===== config.mk =====
export PLATFORM = sky130hd
export DESIGN_NAME = dbas_top
export DESIGN_NICKNAME = d
export VERILOG_FILES = /design/src/dbas_pkg.sv /design/src/dbas_top.sv
export SDC_FILE = /design/constraint.sdc
export NUM_CORES = 1
export LEC_CHECK = 0
export BUFFER_PORTS_ARGS = -buffer_cell sky130_fd_sc_hd__buf_2
export CAP_MARGIN = 30
export CORE_ASPECT_RATIO = 0.9
export CORE_MARGIN = 4
export CORE_UTILIZATION = 40
export CTS_CLUSTER_DIAMETER = 80
export DETAILED_ROUTE_END_ITERATION = 6
export GPL_TIMING_DRIVEN = 0
export PLACE_DENSITY_LB_ADDON = 0.2
export SKIP_LAST_GASP = 1
export SLEW_MARGIN = 20
export SYNTH_ARGS = -nofsm -noshare
export SYNTH_HDL_FRONTEND = slang
export SYNTH_SLANG_ARGS = --single-unit

===== constraint.sdc =====
create_clock -name SYS_CLK -period 5.7 [get_ports SYS_CLK]
set_input_delay 0.285 -clock SYS_CLK [delete_from_list [all_inputs] [get_ports SYS_CLK]]
set_output_delay 0.285 -clock SYS_CLK [all_outputs]
set_load 0.1 [all_outputs]

===== src/dbas_pkg.sv =====
package dbas_pkg;

  // ************************************************************
  // debug command codes
  // ************************************************************
  localparam logic [7:0] CMD_READ_REV = 8'h00;
  localparam logic [7:0] CMD_READ_STATUS = 8'h02;
  localparam logic [7:0] CMD_READ_RUNTIME = 8'h03;
  localparam logic [7:0] CMD_WRITE_PC = 8'h06;
  localparam logic [7:0] CMD_READ_PC = 8'h07;
  localparam logic [7:0] CMD_WRITE_REG = 8'h08;
  localparam logic [7:0] CMD_READ_REG = 8'h09;
  localparam logic [7:0] CMD_WRITE_PMEM = 8'h0A;
  localparam logic [7:0] CMD_READ_PMEM = 8'h0B;
  localparam logic [7:0] CMD_WRITE_DMEM = 8'h0C;
  localparam logic [7:0] CMD_READ_DMEM = 8'h0D;
  localparam logic [7:0] CMD_READ_CRC = 8'h0E;
  localparam logic [7:0] CMD_RSVD_0F = 8'h0F;
  localparam logic [7:0] CMD_STEP = 8'h10;
  localparam logic [7:0] CMD_STUFF = 8'h11;
  localparam logic [7:0] CMD_EXECUTE = 8'h12;
  localparam logic [7:0] CMD_LAST_USED = 8'h12;

  // ************************************************************
  // debugger status register layout
  // ************************************************************
  localparam int ST_DEBUG_BIT = 7;
  localparam int ST_HALT_BIT = 6;
  localparam int ST_RP_HONORED_BIT = 5;
  localparam logic [4:0] ST_RSVD_VALUE = 5'h00;
  localparam logic [7:0] STATUS_RESET = 8'h00;

  // ************************************************************
  // runtime counter and trim bytes
  // ************************************************************
  localparam logic [15:0] RUNTIME_ZERO = 16'h0000;
  localparam logic [15:0] RUNTIME_MAX = 16'hFFFF;
  localparam logic [15:0] RUNTIME_ONE = 16'h0001;
  localparam int TRIM_AW = 3;
  localparam int TRIM_DEPTH = 8;
  localparam logic [7:0] TRIM_INFO_OFFSET = 8'h20;
  localparam logic [7:0] BYTE_ZERO = 8'h00;
  localparam logic [11:0] ADDR_ZERO = 12'h000;

  typedef enum logic [1:0] {
    DBAS_IDLE = 2'b00,
    DBAS_SEND_HI = 2'b01,
    DBAS_SEND_LO = 2'b10
  } dbas_st_t;

  typedef struct packed {
    logic [7:0] code;
    logic [11:0] addr;
    logic [7:0] data;
  } dbas_cmd_t;

  typedef struct packed {
    dbas_st_t st;
    logic [7:0] ans_lo;
    logic [7:0] tx_data;
    logic [15:0] rt_cnt;
    logic halt_d;
    logic [7:0] status;
    logic fwd_valid;
    dbas_cmd_t fwd;
    logic refuse;
    logic [7:0] trim_rdata;
    logic [7:0] trim_info_addr;
  } dbas_state_t;

endpackage


===== src/dbas_top.sv =====
// Summary of operation
// RULE1: protected: refuse pc, register read, program, step, stuff, execute
// RULE2: protected register writes pass only to flash registers
// RULE3: protected flash control write takes mass erase only
// RULE4: data read and checksum read always usable
// RULE5: revision command answers major byte then minor
// RULE6: status command answers one status byte
// RULE7: runtime counter counts cycles between breakpoints, readable
// RULE8: sixteen bits, from zero, saturates at all ones
// RULE9: write memory commands overwrite the runtime counter
// RULE10: status bit 7 shows debug mode
// RULE11: status bit 6 shows halt mode
// RULE12: status bit 5 low when protect gating active
// RULE13: bits 4..0 zero, read only, reset zero
// RULE14: host must not alter reserved trim bytes
// RULE15: trim bytes survive reset, fully read write
// RULE16: trim byte sits at info page address plus 20h
// RULE17: protect bit zero blocks, one enables everything
// RULE18: reserved command codes change nothing
module dbas_top #(
  parameter logic [15:0] DEBUGGER_REVISION = 16'h0100,
  parameter logic [11:0] FLASH_REG_LO = 12'hFF8,
  parameter logic [11:0] FLASH_REG_HI = 12'hFFD,
  parameter logic [11:0] FLASH_CTRL_ADDR = 12'hFF8,
  parameter logic [7:0] MASS_ERASE_CODE = 8'h63
) (
  input wire logic SYS_CLK,
  input wire logic RESET,
  input wire logic CE,
  input wire logic CMD_VALID,
  output logic CMD_READY,
  input wire dbas_pkg::dbas_cmd_t CMD,
  output logic FWD_VALID,
  output dbas_pkg::dbas_cmd_t FWD,
  output logic REFUSE,
  output logic TX_VALID,
  input wire logic TX_READY,
  output logic [7:0] TX_DATA,
  input wire logic DEBUG_MODE,
  input wire logic HALT_MODE,
  input wire logic FLASH_READ_PROTECT,
  input wire logic PROTECT_GATE_EN,
  output logic [7:0] STATUS,
  input wire logic TRIM_REQ,
  input wire logic TRIM_WE,
  input wire logic [dbas_pkg::TRIM_AW-1:0] TRIM_ADDR,
  input wire logic [7:0] TRIM_WDATA,
  output logic [7:0] TRIM_RDATA,
  output logic [7:0] TRIM_INFO_ADDR
);
  import dbas_pkg::*;

  // ************************************************************
  // gating decode
  // ************************************************************
  function automatic logic is_reserved(input logic [7:0] code);
    return (code == CMD_RSVD_0F) || (code > CMD_LAST_USED);
  endfunction

  // read protection blocks these outright
  function automatic logic is_blocked(input logic [7:0] code);
    return (code == CMD_WRITE_PC) || (code == CMD_READ_PC) ||
           (code == CMD_READ_REG) || (code == CMD_WRITE_PMEM) ||
           (code == CMD_READ_PMEM) || (code == CMD_STEP) ||
           (code == CMD_STUFF) || (code == CMD_EXECUTE);
  endfunction

  function automatic logic is_refused(input dbas_cmd_t c, input logic prot);
    logic flash_reg;
    flash_reg = (c.addr >= FLASH_REG_LO) && (c.addr <= FLASH_REG_HI);
    if (!prot) begin
      return 1'b0; // RULE17
    end else if (is_blocked(c.code)) begin
      return 1'b1; // RULE1
    end else if (c.code == CMD_WRITE_REG) begin
      if (!flash_reg) begin
        return 1'b1; // RULE2
      end else if (c.addr == FLASH_CTRL_ADDR) begin
        return c.data != MASS_ERASE_CODE; // RULE3
      end else begin
        return 1'b0;
      end
    end else begin
      return 1'b0; // RULE4
    end
  endfunction

  dbas_state_t s_r;
  dbas_state_t s_nxt;
  logic [7:0] trim_mem [TRIM_DEPTH];
  logic protect_active;
  logic take;

  // protection only bites when the option bit is programmed and gating is on
  assign protect_active = PROTECT_GATE_EN && !FLASH_READ_PROTECT; // RULE17
  assign CMD_READY = CE && (s_r.st == DBAS_IDLE);
  assign take = CMD_VALID && CMD_READY;
  assign TX_VALID = (s_r.st != DBAS_IDLE);
  assign TX_DATA = s_r.tx_data;
  assign FWD_VALID = s_r.fwd_valid;
  assign FWD = s_r.fwd;
  assign REFUSE = s_r.refuse;
  assign STATUS = s_r.status;
  assign TRIM_RDATA = s_r.trim_rdata;
  assign TRIM_INFO_ADDR = s_r.trim_info_addr;

  // ************************************************************
  // next state
  // ************************************************************
  always_comb begin
    s_nxt = s_r;
    s_nxt.fwd_valid = 1'b0;
    s_nxt.refuse = 1'b0;
    s_nxt.halt_d = HALT_MODE;
    // status is sampled every cycle that CE is high; the host can never write it
    s_nxt.status[ST_DEBUG_BIT] = DEBUG_MODE; // RULE10
    s_nxt.status[ST_HALT_BIT] = HALT_MODE; // RULE11
    s_nxt.status[ST_RP_HONORED_BIT] = !PROTECT_GATE_EN; // RULE12
    s_nxt.status[4:0] = ST_RSVD_VALUE; // RULE13
    // restart after a breakpoint begins a fresh interval
    if (s_r.halt_d && !HALT_MODE) begin
      s_nxt.rt_cnt = RUNTIME_ZERO; // RULE8
    end else if (!HALT_MODE && (s_r.rt_cnt != RUNTIME_MAX)) begin
      s_nxt.rt_cnt = s_r.rt_cnt + RUNTIME_ONE; // RULE7 RULE8
    end
    case (s_r.st)
      DBAS_IDLE: begin
        if (take) begin
          if (CMD.code == CMD_READ_REV) begin
            s_nxt.tx_data = DEBUGGER_REVISION[15:8]; // RULE5
            s_nxt.ans_lo = DEBUGGER_REVISION[7:0];
            s_nxt.st = DBAS_SEND_HI;
          end else if (CMD.code == CMD_READ_STATUS) begin
            s_nxt.tx_data = s_r.status; // RULE6
            s_nxt.st = DBAS_SEND_LO;
          end else if (CMD.code == CMD_READ_RUNTIME) begin
            s_nxt.tx_data = s_r.rt_cnt[15:8]; // RULE7
            s_nxt.ans_lo = s_r.rt_cnt[7:0];
            s_nxt.st = DBAS_SEND_HI;
          end else if (is_reserved(CMD.code)) begin
            s_nxt.st = DBAS_IDLE; // RULE18
          end else if (is_refused(CMD, protect_active)) begin
            s_nxt.refuse = 1'b1; // RULE1
          end else begin
            s_nxt.fwd_valid = 1'b1;
            s_nxt.fwd = CMD;
            // the memory write path borrows the counter as scratch
            if ((CMD.code == CMD_WRITE_PMEM) || (CMD.code == CMD_WRITE_DMEM)) begin
              s_nxt.rt_cnt = RUNTIME_ZERO; // RULE9
            end
          end
        end
      end
      DBAS_SEND_HI: begin
        if (TX_READY) begin
          s_nxt.tx_data = s_r.ans_lo; // RULE5
          s_nxt.st = DBAS_SEND_LO;
        end
      end
      DBAS_SEND_LO: begin
        if (TX_READY) begin
          s_nxt.st = DBAS_IDLE;
        end
      end
      default: begin
        s_nxt.st = DBAS_IDLE;
      end
    endcase
    if (TRIM_REQ) begin
      s_nxt.trim_info_addr = TRIM_INFO_OFFSET + {5'h00, TRIM_ADDR}; // RULE16
      s_nxt.trim_rdata = TRIM_WE ? TRIM_WDATA : trim_mem[TRIM_ADDR]; // RULE15
    end
  end

  // ************************************************************
  // registers
  // ************************************************************
  always_ff @(posedge SYS_CLK) begin
    if (RESET) begin
      s_r <= '{st: DBAS_IDLE, ans_lo: BYTE_ZERO, tx_data: BYTE_ZERO,
               rt_cnt: RUNTIME_ZERO, halt_d: 1'b0, status: STATUS_RESET,
               fwd_valid: 1'b0, fwd: '{code: BYTE_ZERO, addr: ADDR_ZERO,
               data: BYTE_ZERO}, refuse: 1'b0, trim_rdata: BYTE_ZERO,
               trim_info_addr: BYTE_ZERO}; // RULE13
    end else if (CE) begin
      s_r <= s_nxt;
    end
  end

  // trim store has no reset on purpose: it models nonvolatile cells
  always_ff @(posedge SYS_CLK) begin
    if (CE && TRIM_REQ && TRIM_WE) begin
      trim_mem[TRIM_ADDR] <= TRIM_WDATA; // RULE15
    end
  end
endmodule // dbas_top


==> flow_summary_export.csv, run 1 <==
group,metric,value,unit
run_status,outcome,"finished clean",
critical_path,reg2reg_depth,6,
synthesis,synth_area,0.00665,mm^2
die,pin_count,114,
flow_run,drv_cap,0,
die,die_w,144,um
clock_tree,clkTransAtPathRegs,60,ps
synthesis,synth_area_leaders,"edfxtp_1 (29%), dfxtp_1 (24%), buf_4 (6.8%)",
cells_and_area,insertedDiodeCount,0,
die,core_area,0.0162,mm^2
critical_path,path_delay_family,"buffers and inverters",
cells_and_area,final_util,0.493,
die,dieArea,0.0188,mm^2
cells_and_area,final_cell_mix,"buf_2 (103), dfxtp_1 (79), edfxtp_1 (64), buf_4 (61), nor2_1 (49)",
critical_path,r2r_end,"s_r[56]",
global_route,overflow,0,
critical_path,r2r_setup_slack,3400,ps
drt,drc_errors,0,
synthesis,postSynth.asyncResetShare,0,
synthesis,synth-adder-area-share,0.00188,
critical_path,cp-end-kind,"flop",
critical_path,crit_arrival,2390,ps
die,fp.dieH,130,um
min_path,whs_path_depth,2,
cells_and_area,layout_commonest_cell,"buf_2",
synthesis,yosys_most_used_dff,"dfxtp_1",
sta,setup-violations-final,0,
min_path,holdCritPathClass,"primary input to flop",
pwr,power_density,295,mW/mm^2
synthesis,yosysWarningCount,0,
sta,hold_viol,0,
synthesis,yosys.area_share.xor_xnor,0.00263,
synthesis,synth_edf_count,64,
drt,avgRoutedWirePerCell,17.0,um
global_route,grt_antenna_before_repair,0,
synthesis,synth_top_area_share,0.289,
sta,tightest_slew,908,ps
clock_tree,root_buffer,"clkbuf_16",
pwr,vdd_drop_max,0.000220,V
drt,viasPerCell,5.23,
cells_and_area,nNetsFinal,817,
placement,hpwl,12.1,mm
clock_tree,cts_inserted_buffers,17,
drt,drt-initial-drc-count,439,
critical_path,worst_setup_path_start_kind,"primary input",
placement,port_buffers,99,
cells_and_area,multiInputGateArea,0.00255,mm^2
cells_and_area,fillers,1471,
critical_path,cpPeakStageDelay,710,ps
critical_path,crit-reg2reg-launch,"s_r[87]",
synthesis,synth_compound_area_frac,0.121,
drt,ant_nets,0,
sta,slew_viol_final,0,
placement,place_ws,2880,ps
synthesis,yosys.area_share.simple,0.185,
synthesis,ys_seq_elements,143,
clock_tree,cts_buffer_depth,2,
min_path,hold_end,"STATUS[5]",
clock_tree,cts_htree_levels,4,
drt,wl,16.8,mm
critical_path,critPathMaxFanout,10,
synthesis,ys_types,58,
synthesis,yosys-mux-area-fraction,0.0668,
sta,timing.fmax,426,MHz
global_route,track_usage,0.180,
clock_tree,cts_hold_buf,0,
clock_tree,cts.repair.resized,0,
critical_path,crit_required,5740,ps
sta,worst_slack,3350,ps
critical_path,worst_path_max_delay_cell,"nor2_1",
synthesis,syn_area_per_cell,10.4,um^2
sta,skew,9.03,ps
cells_and_area,regArea,0.00350,mm^2
sta,max_slew_margin,0.392,
cells_and_area,syn_to_final_growth,20.4,%
clock_tree,cts_tree,"done",
sta,fin_crit,2350,ps
clock_tree,cts_setup_buffers,0,
global_route,grt_pass1_wl,26.0,mm
global_route,grt_max_degree,17,
critical_path,critPathMostFrequentCell,"clkbuf_1",
placement,place_congestion,0.923,
die,start_util,0.410,
sta,fin_tns_setup,0,ps
sta,fin_crit_sh,0.412,
cells_and_area,drive_above_1_share,0.290,
die,num_rows,44,
min_path,hold_start,"PROTECT_GATE_EN",
synthesis,synth_top_area_cell,"edfxtp_1",
synthesis,synth_top_family_by_area,"simple AND/OR/NAND/NOR gates",
critical_path,critPathBufInv,3,
pwr,p_leak,3.07,nW
clock_tree,clk_latency,420,ps
drt,dr_total_vias,5155,
critical_path,criticalPathCategory,"primary input to flop",
critical_path,path_cells,"clkbuf_1 > buf_2 > clkbuf_1 > nand2_1 > nor2_1",
drt,dr.pass1.iters,5,
synthesis,synth_cells,638,
synthesis,yosysSeqAreaShare,0.527,
clock_tree,clkSinkCount,143,
sta,rsz0062_at_grt,"no",
global_route,grt_pass1_vias,4947,
-- area by class of cell --
cell class	count	area share
clock buffer	17	0.0531
inverter	14	0.00656
sequential	143	0.437
multi-input combinational	394	0.318
timing repair buffer	101	0.0634
clock inverter	15	0.0156
tap	207	0.0323
buffer	95	0.0731
-- logic make-up after synthesis --
family / count (synthesis)
DFF: 143
other: 1
muxes: 26
and+or+nand+nor: 229
xor gates and xnor gates: 2
buffers and inverters: 109
AOI/OAI and AO/OA: 127
adders and majority gates: 1
-- routing by layer --
metal / share of wire / track usage / vias up
li1: - / - / 2505
met1: 0.46 / 0.255 / 2434
met2: 0.45 / 0.274 / 198
met3: 0.084 / 0.0396 / 18
met4: 0.014 / 0.0587 / 0
met5: 0 / 0 / -
-- state kept, by name, summed over array words and instances, names as in the netlist --
name            cells
trim_mem           64
s_r                26
TX_DATA             8
FWD                28
REFUSE              1
TRIM_RDATA          8
TRIM_INFO_ADDR      4
FWD_VALID           1
STATUS              3
-- cell usage after synthesis, drive strengths merged (11+ instances only) --
master / n
buf: 64
edfxtp: 64
dfxtp: 79
nand2b: 31
inv: 14
or3: 11
nand3b: 27
mux4: 14
o21ai: 42
nand2: 39
clkbuf: 31
nor3: 12
a211oi: 11
nand3: 28
nor2: 49
a22oi: 13
a21oi: 36
-- where the power goes --
group / switching, W / internal (W)
Combinational: 0.000170 / 0.0000690
Clock: 0.000463 / 0.000567
Sequential: 0.00000730 / 0.00108
-- worst reg2reg max path, cell delays in order, from the launching register on --
cell       delay [ps]
dfxtp_1           380
nand4bb_1         210
clkbuf_1          220
or3_1             470
o21ai_1           450
o21ai_0           230
a32o_1            240
-- worst max path at each step --
stage,from,endpoint,slack [ps],cells after the start
floorplan,CMD[20],s_r[67],3540,7
global placement,TRIM_WE,trim_mem[1][1],2720,4
detailed placement,TRIM_ADDR[1],trim_mem[6][0],2880,5
CTS,s_r[87],FWD[7],3200,6
global route,TRIM_ADDR[1],trim_mem[2][4],3130,5
finish,TRIM_ADDR[1],trim_mem[6][4],3350,5
-- metrics by stage --
stage	cells	area, um^2	hold slack [ps]	power (W)
detailed placement	953	7450	453	0.00135
CTS	985	8000	54.0	0.00238
floorplan	646	6680	384	0.00129
global route	986	8010	60.0	0.00246
finish	986	8010	73.7	0.00236
global placement	952	7440	448	0.00135
Note: power is estimated with default switching activity, not from simulation.
==> run 2, diff against run 1 <==
==> constraint.sdc (replaced) <==
create_clock -name SYS_CLK -period 2.2 [get_ports SYS_CLK]
set_input_delay 0.11 -clock SYS_CLK [delete_from_list [all_inputs] [get_ports SYS_CLK]]
set_output_delay 0.11 -clock SYS_CLK [all_outputs]
set_load 0.1 [all_outputs]
==> flow_summary_export.csv, run 2 (synthesis gave the netlist of run 1 again) <==
group,metric,value,unit
sta,skew,8.30,ps
global_route,grt_antenna_before_repair,0,
cells_and_area,final_cell_mix,"buf_2 (101), dfxtp_1 (79), buf_4 (65), edfxtp_1 (64), nor2_1 (47)",
global_route,grt_pass1_vias,5131,
cells_and_area,largest_register_ffs,64,
min_path,whs_path_depth,3,
sta,hold_viol,0,
sta,worst_slack,7.20,ps
global_route,grt_max_degree,17,
pwr,p_comb_frac,0.108,
drt,wl,17.2,mm
sta,setup-violations-final,0,
critical_path,reg2reg_depth,7,
die,num_rows,44,
min_path,holdCritPathClass,"primary input to flop",
sta,fin_crit_sh,0.997,
drt,dr_total_vias,5314,
run_status,outcome,"finished clean",
die,die_w,144,um
critical_path,criticalPathCategory,"primary input to flop",
min_path,hold_end,"FWD[24]",
pwr,seqPwrFrac,0.458,
sta,slew_viol_final,0,
placement,port_buffers,99,
critical_path,crit_arrival,2240,ps
pwr,clockPowerShare,0.434,
min_path,hold_start,"CMD[24]",
critical_path,crit-reg2reg-launch,"s_r[87]",
drt,ant_nets,0,
pwr,vdd_drop_max,0.000572,V
drt,viasPerCell,5.22,
clock_tree,cts_buffer_depth,2,
clock_tree,clkSinkCount,143,
pwr,p_leak,3.22,nW
clock_tree,root_buffer,"clkbuf_16",
die,fp.dieH,130,um
drt,drt-initial-drc-count,396,
pwr,power.internal,0.00450,W
critical_path,r2r_setup_slack,120,ps
placement,place_congestion,0.923,
clock_tree,cts_htree_levels,4,
sta,timing.fmax,456,MHz
pwr,p_switching,0.00168,W
clock_tree,clk_latency,420,ps
drt,dr.pass1.iters,5,
flow_run,drv_cap,0,
critical_path,critPathMaxFanout,10,
pwr,power_density,737,mW/mm^2
cells_and_area,drive_above_1_share,0.289,
clock_tree,cts_tree,"done",
cells_and_area,layout_commonest_cell,"buf_2",
placement,hpwl,12.1,mm
critical_path,crit_required,2240,ps
pwr,swShare,0.272,
global_route,grt_pass1_wl,26.8,mm
die,core_area,0.0162,mm^2
sta,max_slew_margin,0.387,
critical_path,worst_setup_path_start_kind,"primary input",
cells_and_area,syn_to_final_growth,26.0,%
cells_and_area,largest-register,"trim_mem",
critical_path,cp-end-kind,"flop",
critical_path,r2r_end,"s_r[59]",
sta,rsz0062_at_grt,"yes",
cells_and_area,final_util,0.516,
pwr,p_total,0.00617,W
cells_and_area,insertedDiodeCount,0,
die,dieArea,0.0188,mm^2
die,pin_count,114,
cells_and_area,nNetsFinal,849,
global_route,overflow,0,
sta,tightest_slew,916,ps
clock_tree,cts_inserted_buffers,17,
placement,place_ws,-449,ps
drt,avgRoutedWirePerCell,16.9,um
drt,drc_errors,0,
sta,fin_crit,2190,ps
clock_tree,clkTransAtPathRegs,60,ps
die,start_util,0.410,
global_route,track_usage,0.184,
==> run 2: changes by cell type in the layout (fill, tap and decap cells not counted), sizes merged <==
cell / delta
dlygate4sd3: +30
buf: +2
==> run 2: cell type report <==
type                    count  area, um^2
fillers                  1440        7860
flip-flops and latches    143        3500
multi-input cells         394        2600
repair buffers            133         826
plain buffers              95         589
clock buffers              17         425
well taps                 207         259
clock inverters            15         125
inverters                  14        52.6
==> run 2: power groups by stage <==
| stage | combinational (W) | clock [W] | sequential (W) |
|---|---|---|---|
| final | 0.000668 | 0.00268 | 0.00283 |
| after global routing | 0.000712 | 0.00287 | 0.00283 |
| after CTS | 0.000663 | 0.00272 | 0.00283 |
| after detailed placement | 0.000617 | 0 | 0.00289 |
| after global placement | 0.000608 | 0 | 0.00288 |
| after floorplan | 0.000457 | 0 | 0.00288 |
==> run 2: how the worst max path moves through the flow <==
stage	start	endpoint	slack, ps	cells after the start
after floorplan	CMD[20]	s_r[67]	210	7
after global placement	TRIM_WE	trim_mem[1][1]	-610	4
after detailed placement	TRIM_ADDR[1]	trim_mem[6][0]	-450	5
after CTS	TRIM_ADDR[1]	trim_mem[6][4]	6	5
after global routing	TRIM_ADDR[1]	trim_mem[6][4]	-190	5
final	TRIM_ADDR[1]	trim_mem[6][4]	7	5
==> run 2: worst max-delay path, cell delays in order <==
cell and delay [ps]:
clkbuf_1 410, buf_2 440, clkbuf_1 410, nand2_1 120, nor2_1 730
==> run 2: stage by stage <==
step                TNS (ps)  hold WS (ps)  cells  instance area [um^2]
floorplan                  0           209    646                  6680
finish                     0          15.1   1018                  8380
CTS                        0          8.92   1015                  8320
global placement      -33570           318    952                  7440
global route           -2850          27.4   1018                  8380
detailed placement    -27920           329    953                  7450
==> run 2: per-layer routing <==
metal  track usage  up-vias  routed length, um
li1              -     2573                  -
met1         0.259     2536               7940
met2         0.284      181               7800
met3        0.0399       24               1170
met4        0.0609        0                265
met5             0        -                  0
==> run 2: what timing repair did <==
item | CTS | global route
setup endpoints to repair | 35 | 76
hold buffers | 30 | 0
buffers inserted | 0 | 3
pin swaps | 1 | 1
endpoints found under the hold margin | 86 | 0
resized for setup | 3 | 8
